==> config.mk <==
export PLATFORM = sky130hd
export DESIGN_NAME = umb_pointers
export DESIGN_NICKNAME = d
export VERILOG_FILES = /design/src/umb_pointers.v /design/src/umb_rx_store.v
export VERILOG_INCLUDE_DIRS = /design/src
export SDC_FILE = /design/constraint.sdc
export NUM_CORES = 2
export LEC_CHECK = 0
export BUFFER_PORTS_ARGS = -buffer_cell sky130_fd_sc_hd__buf_4
export CAP_MARGIN = 20
export CORE_MARGIN = 3
export CORE_UTILIZATION = 57
export DETAILED_ROUTE_END_ITERATION = 12
export GPL_ROUTABILITY_DRIVEN = 0
export HOLD_SLACK_MARGIN = 0.05
export PLACE_DENSITY = 0.79
export SYNTH_ARGS = -nofsm -noshare
export SYNTH_HDL_FRONTEND = slang
export SYNTH_SLANG_ARGS = --single-unit
==> constraint.sdc <==
create_clock -name CLK -period 38.9 [get_ports CLK]
set_input_delay 0 -clock CLK [delete_from_list [all_inputs] [get_ports CLK]]
set_output_delay 0 -clock CLK [all_outputs]
set_load 0.02 [all_outputs]
==> src/umb_consts.vh <==
/*
  Constants for the message buffer pointer block: register offsets,
  field positions, reset values and buffer limits.
  Assumes it is included by bare name from the design files.
*/
`ifndef UMB_CONSTS_VH
`define UMB_CONSTS_VH

// Register write offsets; the read address is the offset with bit 0 set
`define UMB_OFS_TXQ_SEL 8'h94
`define UMB_OFS_RD_POINTER 8'h96
`define UMB_OFS_WR_POINTER 8'h98
`define UMB_OFS_RX_NXT_PTR 8'h9a
`define UMB_OFS_FREE_SPACE 8'h9c
`define UMB_OFS_RX_FLAGS 8'h9e
`define UMB_OFS_ADV_LOAD 8'hb0
`define UMB_OFS_RX_MSG 8'h90
`define UMB_OFS_RX_NXT_MSG 8'h92

// Field positions
`define UMB_TXQ_SEND_HI 3
`define UMB_TXQ_SEND_LO 2
`define UMB_TXQ_LOAD_HI 1
`define UMB_TXQ_LOAD_LO 0
`define UMB_FLAG_FIRST 2
`define UMB_FLAG_ERR 1
`define UMB_FLAG_LAST 0

// Reset values
`define UMB_RST_RD_PTR 7'h00
`define UMB_RST_WR_PTR 7'h01
`define UMB_RST_NXT_PTR 7'h00
`define UMB_RST_SPACE 7'h56
`define UMB_RST_QUEUE 2'h0

// Transmit queue location limits
`define UMB_LOC_LAST 5'h1e
`define UMB_LOC_ZERO 5'h00

`endif

==> src/umb_pointers.v <==
/*
  Pointer, queue-select and status logic for the transmit and receive
  message buffers of a serial-host to UART bridge.
  Assumes an upstream serial front end that delivers a command pulse with
  the command address, then one pulse per burst data byte, all on CLK, and
  UART logic on the same clock that stores received bytes and reports the
  queue it is sending from.
  Each advance starts the byte pointer at location zero; the command
  byte picks no other start location.
*/
`default_nettype none
`include "umb_consts.vh"

module umb_pointers #(
  parameter AW = 7
) (
  // Clock and reset
  input wire CLK,
  input wire RST,
  // Host register transactions
  input wire HOST_CMD,
  input wire [7:0] HOST_ADDR,
  input wire HOST_WR,
  input wire [7:0] HOST_WDATA,
  input wire HOST_RD,
  output wire [7:0] HOST_RDATA,
  // UART receive side
  input wire UART_WR,
  input wire [7:0] UART_DATA,
  input wire UART_FIRST,
  input wire UART_ERR,
  input wire UART_LAST,
  output wire UART_WR_READY,
  // UART transmit side
  input wire [1:0] UART_SEND_QUEUE,
  // Transmit load queue write strobe
  output wire TXQ_WR_EN,
  output wire [1:0] TXQ_WR_QUEUE,
  output wire [4:0] TXQ_WR_LOC,
  output wire [7:0] TXQ_WR_DATA
);

  localparam DW = 11;

  // Register select codes
  localparam SEL_NONE = 4'h0;
  localparam SEL_TXQ = 4'h1;
  localparam SEL_RD = 4'h2;
  localparam SEL_WR = 4'h3;
  localparam SEL_NXT = 4'h4;
  localparam SEL_SPACE = 4'h5;
  localparam SEL_FLAGS = 4'h6;
  localparam SEL_ADV = 4'h7;
  localparam SEL_MSG = 4'h8;
  localparam SEL_NMSG = 4'h9;

  // Maps an address, either direction, to a register select code
  function [3:0] reg_sel;
    input [7:0] addr;
    reg [7:0] a;
    begin
      a = {addr[7:1], 1'b0};
      case (a)
        `UMB_OFS_TXQ_SEL: reg_sel = SEL_TXQ;
        `UMB_OFS_RD_POINTER: reg_sel = SEL_RD;
        `UMB_OFS_WR_POINTER: reg_sel = SEL_WR;
        `UMB_OFS_RX_NXT_PTR: reg_sel = SEL_NXT;
        `UMB_OFS_FREE_SPACE: reg_sel = SEL_SPACE;
        `UMB_OFS_RX_FLAGS: reg_sel = SEL_FLAGS;
        `UMB_OFS_ADV_LOAD: reg_sel = SEL_ADV;
        `UMB_OFS_RX_MSG: reg_sel = SEL_MSG;
        `UMB_OFS_RX_NXT_MSG: reg_sel = SEL_NMSG;
        default: reg_sel = SEL_NONE;
      endcase
    end
  endfunction

  // State registers
  reg [7:0] cmd_addr_q;
  reg [7:0] cmd_addr_d;
  reg [1:0] send_queue_q;
  reg [1:0] filling_queue_index_q;
  reg [1:0] filling_queue_index_d;
  reg [4:0] queue_byte_pointer_q;
  reg [4:0] queue_byte_pointer_d;
  reg [AW-1:0] receive_read_pointer_q;
  reg [AW-1:0] receive_read_pointer_d;
  reg [AW-1:0] receive_write_pointer_q;
  reg [AW-1:0] receive_write_pointer_d;
  reg [AW-1:0] oldest_unread_message_pointer_q;
  reg [AW-1:0] oldest_unread_message_pointer_d;
  reg [6:0] free_space_q;
  reg [6:0] free_space_d;
  reg [7:0] rdata_q;
  reg [7:0] rdata_d;
  reg txq_wr_en_q;
  reg txq_wr_en_d;
  reg [1:0] txq_wr_queue_q;
  reg [4:0] txq_wr_loc_q;
  reg [4:0] txq_wr_loc_d;
  reg [7:0] txq_wr_data_q;
  reg [7:0] txq_wr_data_d;

  // Combinational helpers
  wire [3:0] cmd_sel;
  wire [3:0] held_sel;
  wire store;
  wire [DW-1:0] entry;
  wire entry_last;
  wire rx_empty;
  wire msg_read;
  wire release_msg;
  wire [AW-1:0] release_len;
  wire [AW-1:0] rd_ptr_inc;

  assign cmd_sel = reg_sel(HOST_ADDR);
  assign held_sel = reg_sel(cmd_addr_q);

  // Receive store accepted only while space remains
  assign UART_WR_READY = (free_space_q != 7'h00);
  assign store = UART_WR && UART_WR_READY;

  umb_rx_store #(
    .AW(AW),
    .DW(DW)
  ) umb_rx_store_inst (
    .clk(CLK),
    .rst(RST),
    .wr_en(store),
    .wr_addr(receive_write_pointer_q),
    .wr_data({UART_FIRST, UART_ERR, UART_LAST, UART_DATA}),
    .rd_addr(receive_read_pointer_q),
    .rd_data(entry)
  );

  assign entry_last = entry[8 + `UMB_FLAG_LAST];
  assign rx_empty = (receive_read_pointer_q == receive_write_pointer_q);
  assign rd_ptr_inc = receive_read_pointer_q + {{(AW-1){1'b0}}, 1'b1};

  // A data read at either message port
  // Flag reads leave the read pointer where it is
  assign msg_read = HOST_RD && ((held_sel == SEL_MSG) || (held_sel == SEL_NMSG));

  // Reading a stop entry frees the whole message once
  assign release_msg = msg_read && !rx_empty && entry_last &&
                       (oldest_unread_message_pointer_q != rd_ptr_inc);
  assign release_len = rd_ptr_inc - oldest_unread_message_pointer_q;

  // Held command address; bursts never move it
  // Read commands load it too, so data reads follow them
  always @* begin
    cmd_addr_d = cmd_addr_q;
    if (HOST_CMD) begin
      cmd_addr_d = HOST_ADDR;
    end
  end

  // Transmit load queue selection and byte pointer
  always @* begin
    filling_queue_index_d = filling_queue_index_q;
    queue_byte_pointer_d = queue_byte_pointer_q;
    txq_wr_en_d = 1'b0;
    txq_wr_loc_d = txq_wr_loc_q;
    txq_wr_data_d = txq_wr_data_q;
    if (HOST_CMD && (cmd_sel == SEL_ADV) && !HOST_ADDR[0]) begin
      filling_queue_index_d = filling_queue_index_q + 2'h1;
      queue_byte_pointer_d = `UMB_LOC_ZERO;
    end else if (HOST_WR && (held_sel == SEL_ADV)) begin
      // drop bytes past location 30
      // Pointer parks at 31, so later bytes stay dropped
      if (queue_byte_pointer_q <= `UMB_LOC_LAST) begin
        txq_wr_en_d = 1'b1;
        txq_wr_loc_d = queue_byte_pointer_q;
        txq_wr_data_d = HOST_WDATA;
        queue_byte_pointer_d = queue_byte_pointer_q + 5'h01;
      end
    end
  end

  // Receive pointers and free space
  always @* begin
    receive_read_pointer_d = receive_read_pointer_q;
    receive_write_pointer_d = receive_write_pointer_q;
    oldest_unread_message_pointer_d = oldest_unread_message_pointer_q;
    free_space_d = free_space_q;
    // write pointer steps per stored byte
    if (store) begin
      receive_write_pointer_d = receive_write_pointer_q + {{(AW-1){1'b0}}, 1'b1};
    end
    if (HOST_CMD && (cmd_sel == SEL_NMSG)) begin
      receive_read_pointer_d = oldest_unread_message_pointer_q;
    end else if (msg_read && !rx_empty && !entry_last) begin
      receive_read_pointer_d = rd_ptr_inc;
    end
    // next message starts after the stop entry
    if (release_msg) begin
      oldest_unread_message_pointer_d = rd_ptr_inc;
    end
    // Store and release in one cycle both count; the ready gate
    // keeps the count from wrapping below zero
    // stores take space, releases return it
    free_space_d = free_space_q - {6'h00, store} +
                   (release_msg ? release_len[6:0] : 7'h00);
  end

  // Read data mux, captured on each host read
  always @* begin
    rdata_d = rdata_q;
    if (HOST_RD) begin
      case (held_sel)
        SEL_TXQ: rdata_d = {4'h0, send_queue_q, filling_queue_index_q};
        SEL_RD: rdata_d = {1'b0, receive_read_pointer_q};
        SEL_WR: rdata_d = {1'b0, receive_write_pointer_q};
        SEL_NXT: rdata_d = {1'b0, oldest_unread_message_pointer_q};
        SEL_SPACE: rdata_d = {1'b0, free_space_q};
        SEL_FLAGS: rdata_d = {5'h00, entry[10:8]};
        SEL_MSG: rdata_d = entry[7:0];
        SEL_NMSG: rdata_d = entry[7:0];
        default: rdata_d = 8'h00;
      endcase
    end
  end

  // All state flip-flops
  // UART queue index is on CLK already; one register aligns it
  always @(posedge CLK or posedge RST) begin
    if (RST) begin
      cmd_addr_q <= 8'h00;
      send_queue_q <= `UMB_RST_QUEUE;
      filling_queue_index_q <= `UMB_RST_QUEUE;
      queue_byte_pointer_q <= `UMB_LOC_ZERO;
      receive_read_pointer_q <= `UMB_RST_RD_PTR;
      receive_write_pointer_q <= `UMB_RST_WR_PTR;
      oldest_unread_message_pointer_q <= `UMB_RST_NXT_PTR;
      free_space_q <= `UMB_RST_SPACE;
      rdata_q <= 8'h00;
      txq_wr_en_q <= 1'b0;
      txq_wr_queue_q <= `UMB_RST_QUEUE;
      txq_wr_loc_q <= `UMB_LOC_ZERO;
      txq_wr_data_q <= 8'h00;
    end else begin
      cmd_addr_q <= cmd_addr_d;
      send_queue_q <= UART_SEND_QUEUE;
      filling_queue_index_q <= filling_queue_index_d;
      queue_byte_pointer_q <= queue_byte_pointer_d;
      receive_read_pointer_q <= receive_read_pointer_d;
      receive_write_pointer_q <= receive_write_pointer_d;
      oldest_unread_message_pointer_q <= oldest_unread_message_pointer_d;
      free_space_q <= free_space_d;
      rdata_q <= rdata_d;
      txq_wr_en_q <= txq_wr_en_d;
      txq_wr_queue_q <= filling_queue_index_q;
      txq_wr_loc_q <= txq_wr_loc_d;
      txq_wr_data_q <= txq_wr_data_d;
    end
  end

  // Registered outputs
  assign HOST_RDATA = rdata_q;
  assign TXQ_WR_EN = txq_wr_en_q;
  assign TXQ_WR_QUEUE = txq_wr_queue_q;
  assign TXQ_WR_LOC = txq_wr_loc_q;
  assign TXQ_WR_DATA = txq_wr_data_q;

endmodule // umb_pointers

`default_nettype wire

==> src/umb_rx_store.v <==
/*
  Receive buffer storage: one entry per location holding the data byte
  and its first, error and last flags, one write port, one read port.
  Assumes a single clock shared with the pointer logic.
*/
`default_nettype none

module umb_rx_store #(
  parameter AW = 7,
  parameter DW = 11
) (
  // Clock and reset
  input wire clk,
  input wire rst,
  // Write port
  input wire wr_en,
  input wire [AW-1:0] wr_addr,
  input wire [DW-1:0] wr_data,
  // Read port
  input wire [AW-1:0] rd_addr,
  output wire [DW-1:0] rd_data
);

  localparam DEPTH = 1 << AW;

  reg [DW-1:0] mem_q [0:DEPTH-1];

  genvar g;

  // Flip-flop storage, cleared so reads are defined after reset
  generate
    for (g = 0; g < DEPTH; g = g + 1) begin : g_ent
      always @(posedge clk or posedge rst) begin
        if (rst) begin
          mem_q[g] <= {DW{1'b0}};
        end else if (wr_en && (wr_addr == g)) begin
          mem_q[g] <= wr_data;
        end
      end
    end
  endgenerate

  // Asynchronous read at the given index
  assign rd_data = mem_q[rd_addr];

endmodule // umb_rx_store

`default_nettype wire

==> results.md <==
* DRC at 0
* Vias in the first global route at around 42,000
* Vias/cell at around 6.6
* Arrival time of the worst setup path at 7050 ps
* XOR/XNOR Fraction of Synth Area at less than 1%
* Gr ovfl total at 0
* CP Data Required Time at 39,600 ps
* Via count at about 41,000
* Htree depth at 4
* # clock sinks at approximately 1,500
* Worst hold path type: input port to flop
* HPWL Detailed at around 110,000 µm
* Tmin final at about 6400 ps
* Yosys warning total at 0
* WL/cell at between 20 and 30 µm
* Synth-to-Final Area Change at 10.5%
* Simple-gate share of the synthesized area at 2.65%
* Die area at between 0.1 and 0.15 mm²
* Initial DRT Pass Iterations at 6
* Largest family of logic cells by synthesized area: multiplexers
* Clock latency on the worst-skew pair at approximately 770 ps
* Pwr Total at 4.42 mW
* Fin. max-slew vios at 0
* Max-slew headroom at around 28%
* Synth Register Bits at around 1,500
* Peak VDD IR at around 0.042 mV
* # IOs at 60
* Syn nets at roughly 4,600
* Post-Synthesis Cells at 4,526
* Outcome: completed
* Chip width at roughly 350 µm
* Post-synth EDFFs at 0
* Area leader, netlist: dfrtp_1
* Initial drt markers at approximately 4,000
* Final #Nets at about 4,500
* Layout cells sized above 1 at just under 50%
* TritonCTS clock tree: yes
* Async S/R FF share, synth at 100%
* ANT nets after route at 0
* Starting Density at roughly 58%
* Max-cap viol count at 0
* Die H at 352 µm
* Crit Path Max Fanout at between 100 and 150
* Adder-cell area share of the yosys netlist at less than 1%
* P_leak at approximately 36 nW
* Ys flop type: dfrtp_1
* Skew final at 26.8 ps
* Core region area at about 0.12 mm²
* Clock slew seen by the registers of the worst setup and hold paths at around 60 ps
* Setup TNS at 0 ps
* Multi-input logic area at 0.0295 mm²
* Fill cells at between 8,000 and 9,000
* Fmax at about 160 MHz
* CP endpoint kind: flop
* Endpoints failing setup at 0
* Period Utilization, post-route at roughly 16%
* Total GRT Usage at roughly 29%
* Syn avg cell area at 15.1 µm²
* Post-CTS setup buffer count at 0
* Largest net degree at the start of global routing at 170
* Routed Wire Length at 180,000 µm
* Area of the mapped netlist at between 0.06 and 0.07 mm²
* RSZ-0062 raised after global routing: no
* CTS resizes at 0
* Synth top area cells: dfrtp_1 (54%), mux2_2 (24%), mux4_2 (12%)
* Final hold vios at 0
* Wire length of the first global-routing pass at around 270,000 µm
* CP Class: flop to flop
* Distinct cells, synth at 72
* Seq/Total Area, Yosys at a little over half
* Startpoint types: flop
* Initial antenna violation count at 1
* Register area at 0.0370 mm²
* PD cells at 58.5 mW/mm²
* Port Buffers at 59
* Rows at approximately 130
* Area share of the largest cell type after synthesis at a little over half
* Num CTS Buffers at roughly 150
* Mux share of post-synthesis cell area at between 30% and 40%
* Slew @ Worst Pin at between 1000 and 1500 ps
* Compound-Gate Fraction of Synth Area at approximately 2.1%
* Worst-case clock buffer depth at 3
* CTS root buf: clkbuf_16
[cells in the mapped netlist (3+ instances only)]
cell       instances
a21oi_1           45
a31oi_1            8
dfstp_2            5
and3b_1            4
nand4_1           13
buf_8              4
clkbuf_2           8
clkbuf_1         292
nor2_1            97
a21o_1             7
nor3_1            14
or2_2              6
buf_1             54
o22a_1             3
nand2b_1           9
mux2_2          1437
o2111ai_1          7
nor2b_1           12
mux2i_1          110
nor4_1             6
a221oi_1          11
a2bb2oi_1          3
o221ai_1          16
nand3b_1           5
a32oi_1            4
dfrtp_1         1471
o211ai_1           9
mux4_2           351
or3_1              6
o22ai_1           18
nand2_1          140
and3_1             9
mux4_1            12
nor3b_1            4
nand3_1           37
a211oi_1           5
buf_4             26
a22oi_1           24
xnor2_1           24
o21ai_0           35
and2_1            12
buf_2             51
inv_1             40
ha_1              25
xor2_1            11
[cell type report]
type | instances | share of cell area, %
Inverter | 42 | 0.215
Sequential cell | 1476 | 48.9
Clock buffer | 224 | 5.96
Antenna cell | 4 | 0.0132
Multi-Input combinational cell | 2571 | 39.0
Timing Repair Buffer | 225 | 2.58
Clock inverter | 45 | 0.705
Tap cell | 1600 | 2.65
[state kept, by name, summed over array words and instances, names as in the netlist]
register                         cells
HOST_RDATA                           8
TXQ_WR_DATA                          8
TXQ_WR_EN                            1
TXQ_WR_LOC                           5
TXQ_WR_QUEUE                         2
cmd_addr_q                           7
filling_queue_index_q                2
free_space_q                         7
oldest_unread_message_pointer_q      7
queue_byte_pointer_q                 5
receive_read_pointer_q               7
receive_write_pointer_q              7
send_queue_q                         2
umb_rx_store_inst.mem_q           1408
[through the flow]
step / instance area [µm²] / utilization, % / setup slack (ps) / hold WS, ps / cells
final: 75600 / 63.8 / 32550 / 257 / 6187
after global routing: 75600 / 63.7 / 32220 / 294 / 6183
after floorplan: 68400 / - / 18470 / 31.4 / 4526
after global placement: 69800 / 58.9 / 32610 / 111 / 5844
after detailed placement: 69900 / 58.9 / 32560 / 114 / 5848
after CTS: 75500 / 63.7 / 32540 / 207 / 6179
[cells by family (layout without fill, tap and decap cells)]
logic type	Yosys count	after routing
other cells	0	4
flops	1476	1476
mux	1910	1910
xor+xnor	36	36
fa+ha+maj	27	27
buf+inv	479	536
simple gates	384	384
compound gates	214	214
[power breakdown]
part	internal [mW]	leakage, nW	switching [mW]	total (mW)
clock	0.862	2.47	0.609	1.47
sequential	1.80	20.1	0.168	1.96
combinational	0.501	13.3	0.486	0.987
[placed cells by master, fill, tap and decap left out, types with 12 or more instances in the layout]
cell / n
mux2_2: 1437
clkinv_2: 23
dfrtp_1: 1467
a21oi_1: 45
nand2_1: 140
mux4_2: 351
clkbuf_1: 36
and2_1: 12
mux2i_1: 110
mux4_1: 12
a22oi_1: 24
clkbuf_16: 158
dlygate4sd3_1: 62
clkbuf_8: 30
o21ai_0: 35
o221ai_1: 16
nor3_1: 14
xnor2_1: 24
nor2_1: 95
nand4_1: 13
nand3_1: 37
o22ai_1: 18
inv_1: 39
buf_4: 154
ha_1: 25
[metal layers]
metal / up-vias / wire, µm / GRT usage (%)
met4: 0 / 8070 / 12.6
met3: 433 / 14900 / 6.55
met5: - / 0 / 0
li1: 16600 / - / -
met2: 1717 / 83800 / 45.0
met1: 22000 / 72800 / 40.2
[critical path, stage by stage (launching register included)]
cell and delay [ps]:
dfrtp_4 1030, buf_12 660, buf_12 700, mux4_2 410
o22a_1 210, o221a_2 260, a22o_1 360, o311ai_2 320
buf_4 270, or2_2 150, ha_1 120, inv_1 40
ha_1 210, fa_1 480, a21o_1 180, a21oi_1 210
o21bai_1 90, a21oi_1 190, xnor2_1 160, xnor2_1 140
[worst paths after layout]
check,start,endpoint,slack (ps),cells past startpoint
worst max-delay path,receive_read_pointer_q[1],free_space_q[6],32550,19
worst min-delay path,HOST_RD,HOST_RDATA[6],260,4
worst max register to register,receive_read_pointer_q[1],free_space_q[6],32550,19
worst min register to register,umb_rx_store_inst.mem_q[1173],umb_rx_store_inst.mem_q[1173],500,1
max in group asynchronous,RST,umb_rx_store_inst.mem_q[1069],34590,8
min in group asynchronous,RST,umb_rx_store_inst.mem_q[257],510,4
[timing repair]
| action | CTS | global route |
|---|---|---|
| endpoints found under the hold margin | 622 | 0 |
| hold buffers | 62 | 0 |
| setup endpoints to repair | 0 | 0 |
Power figures use the tool's default switching activity.
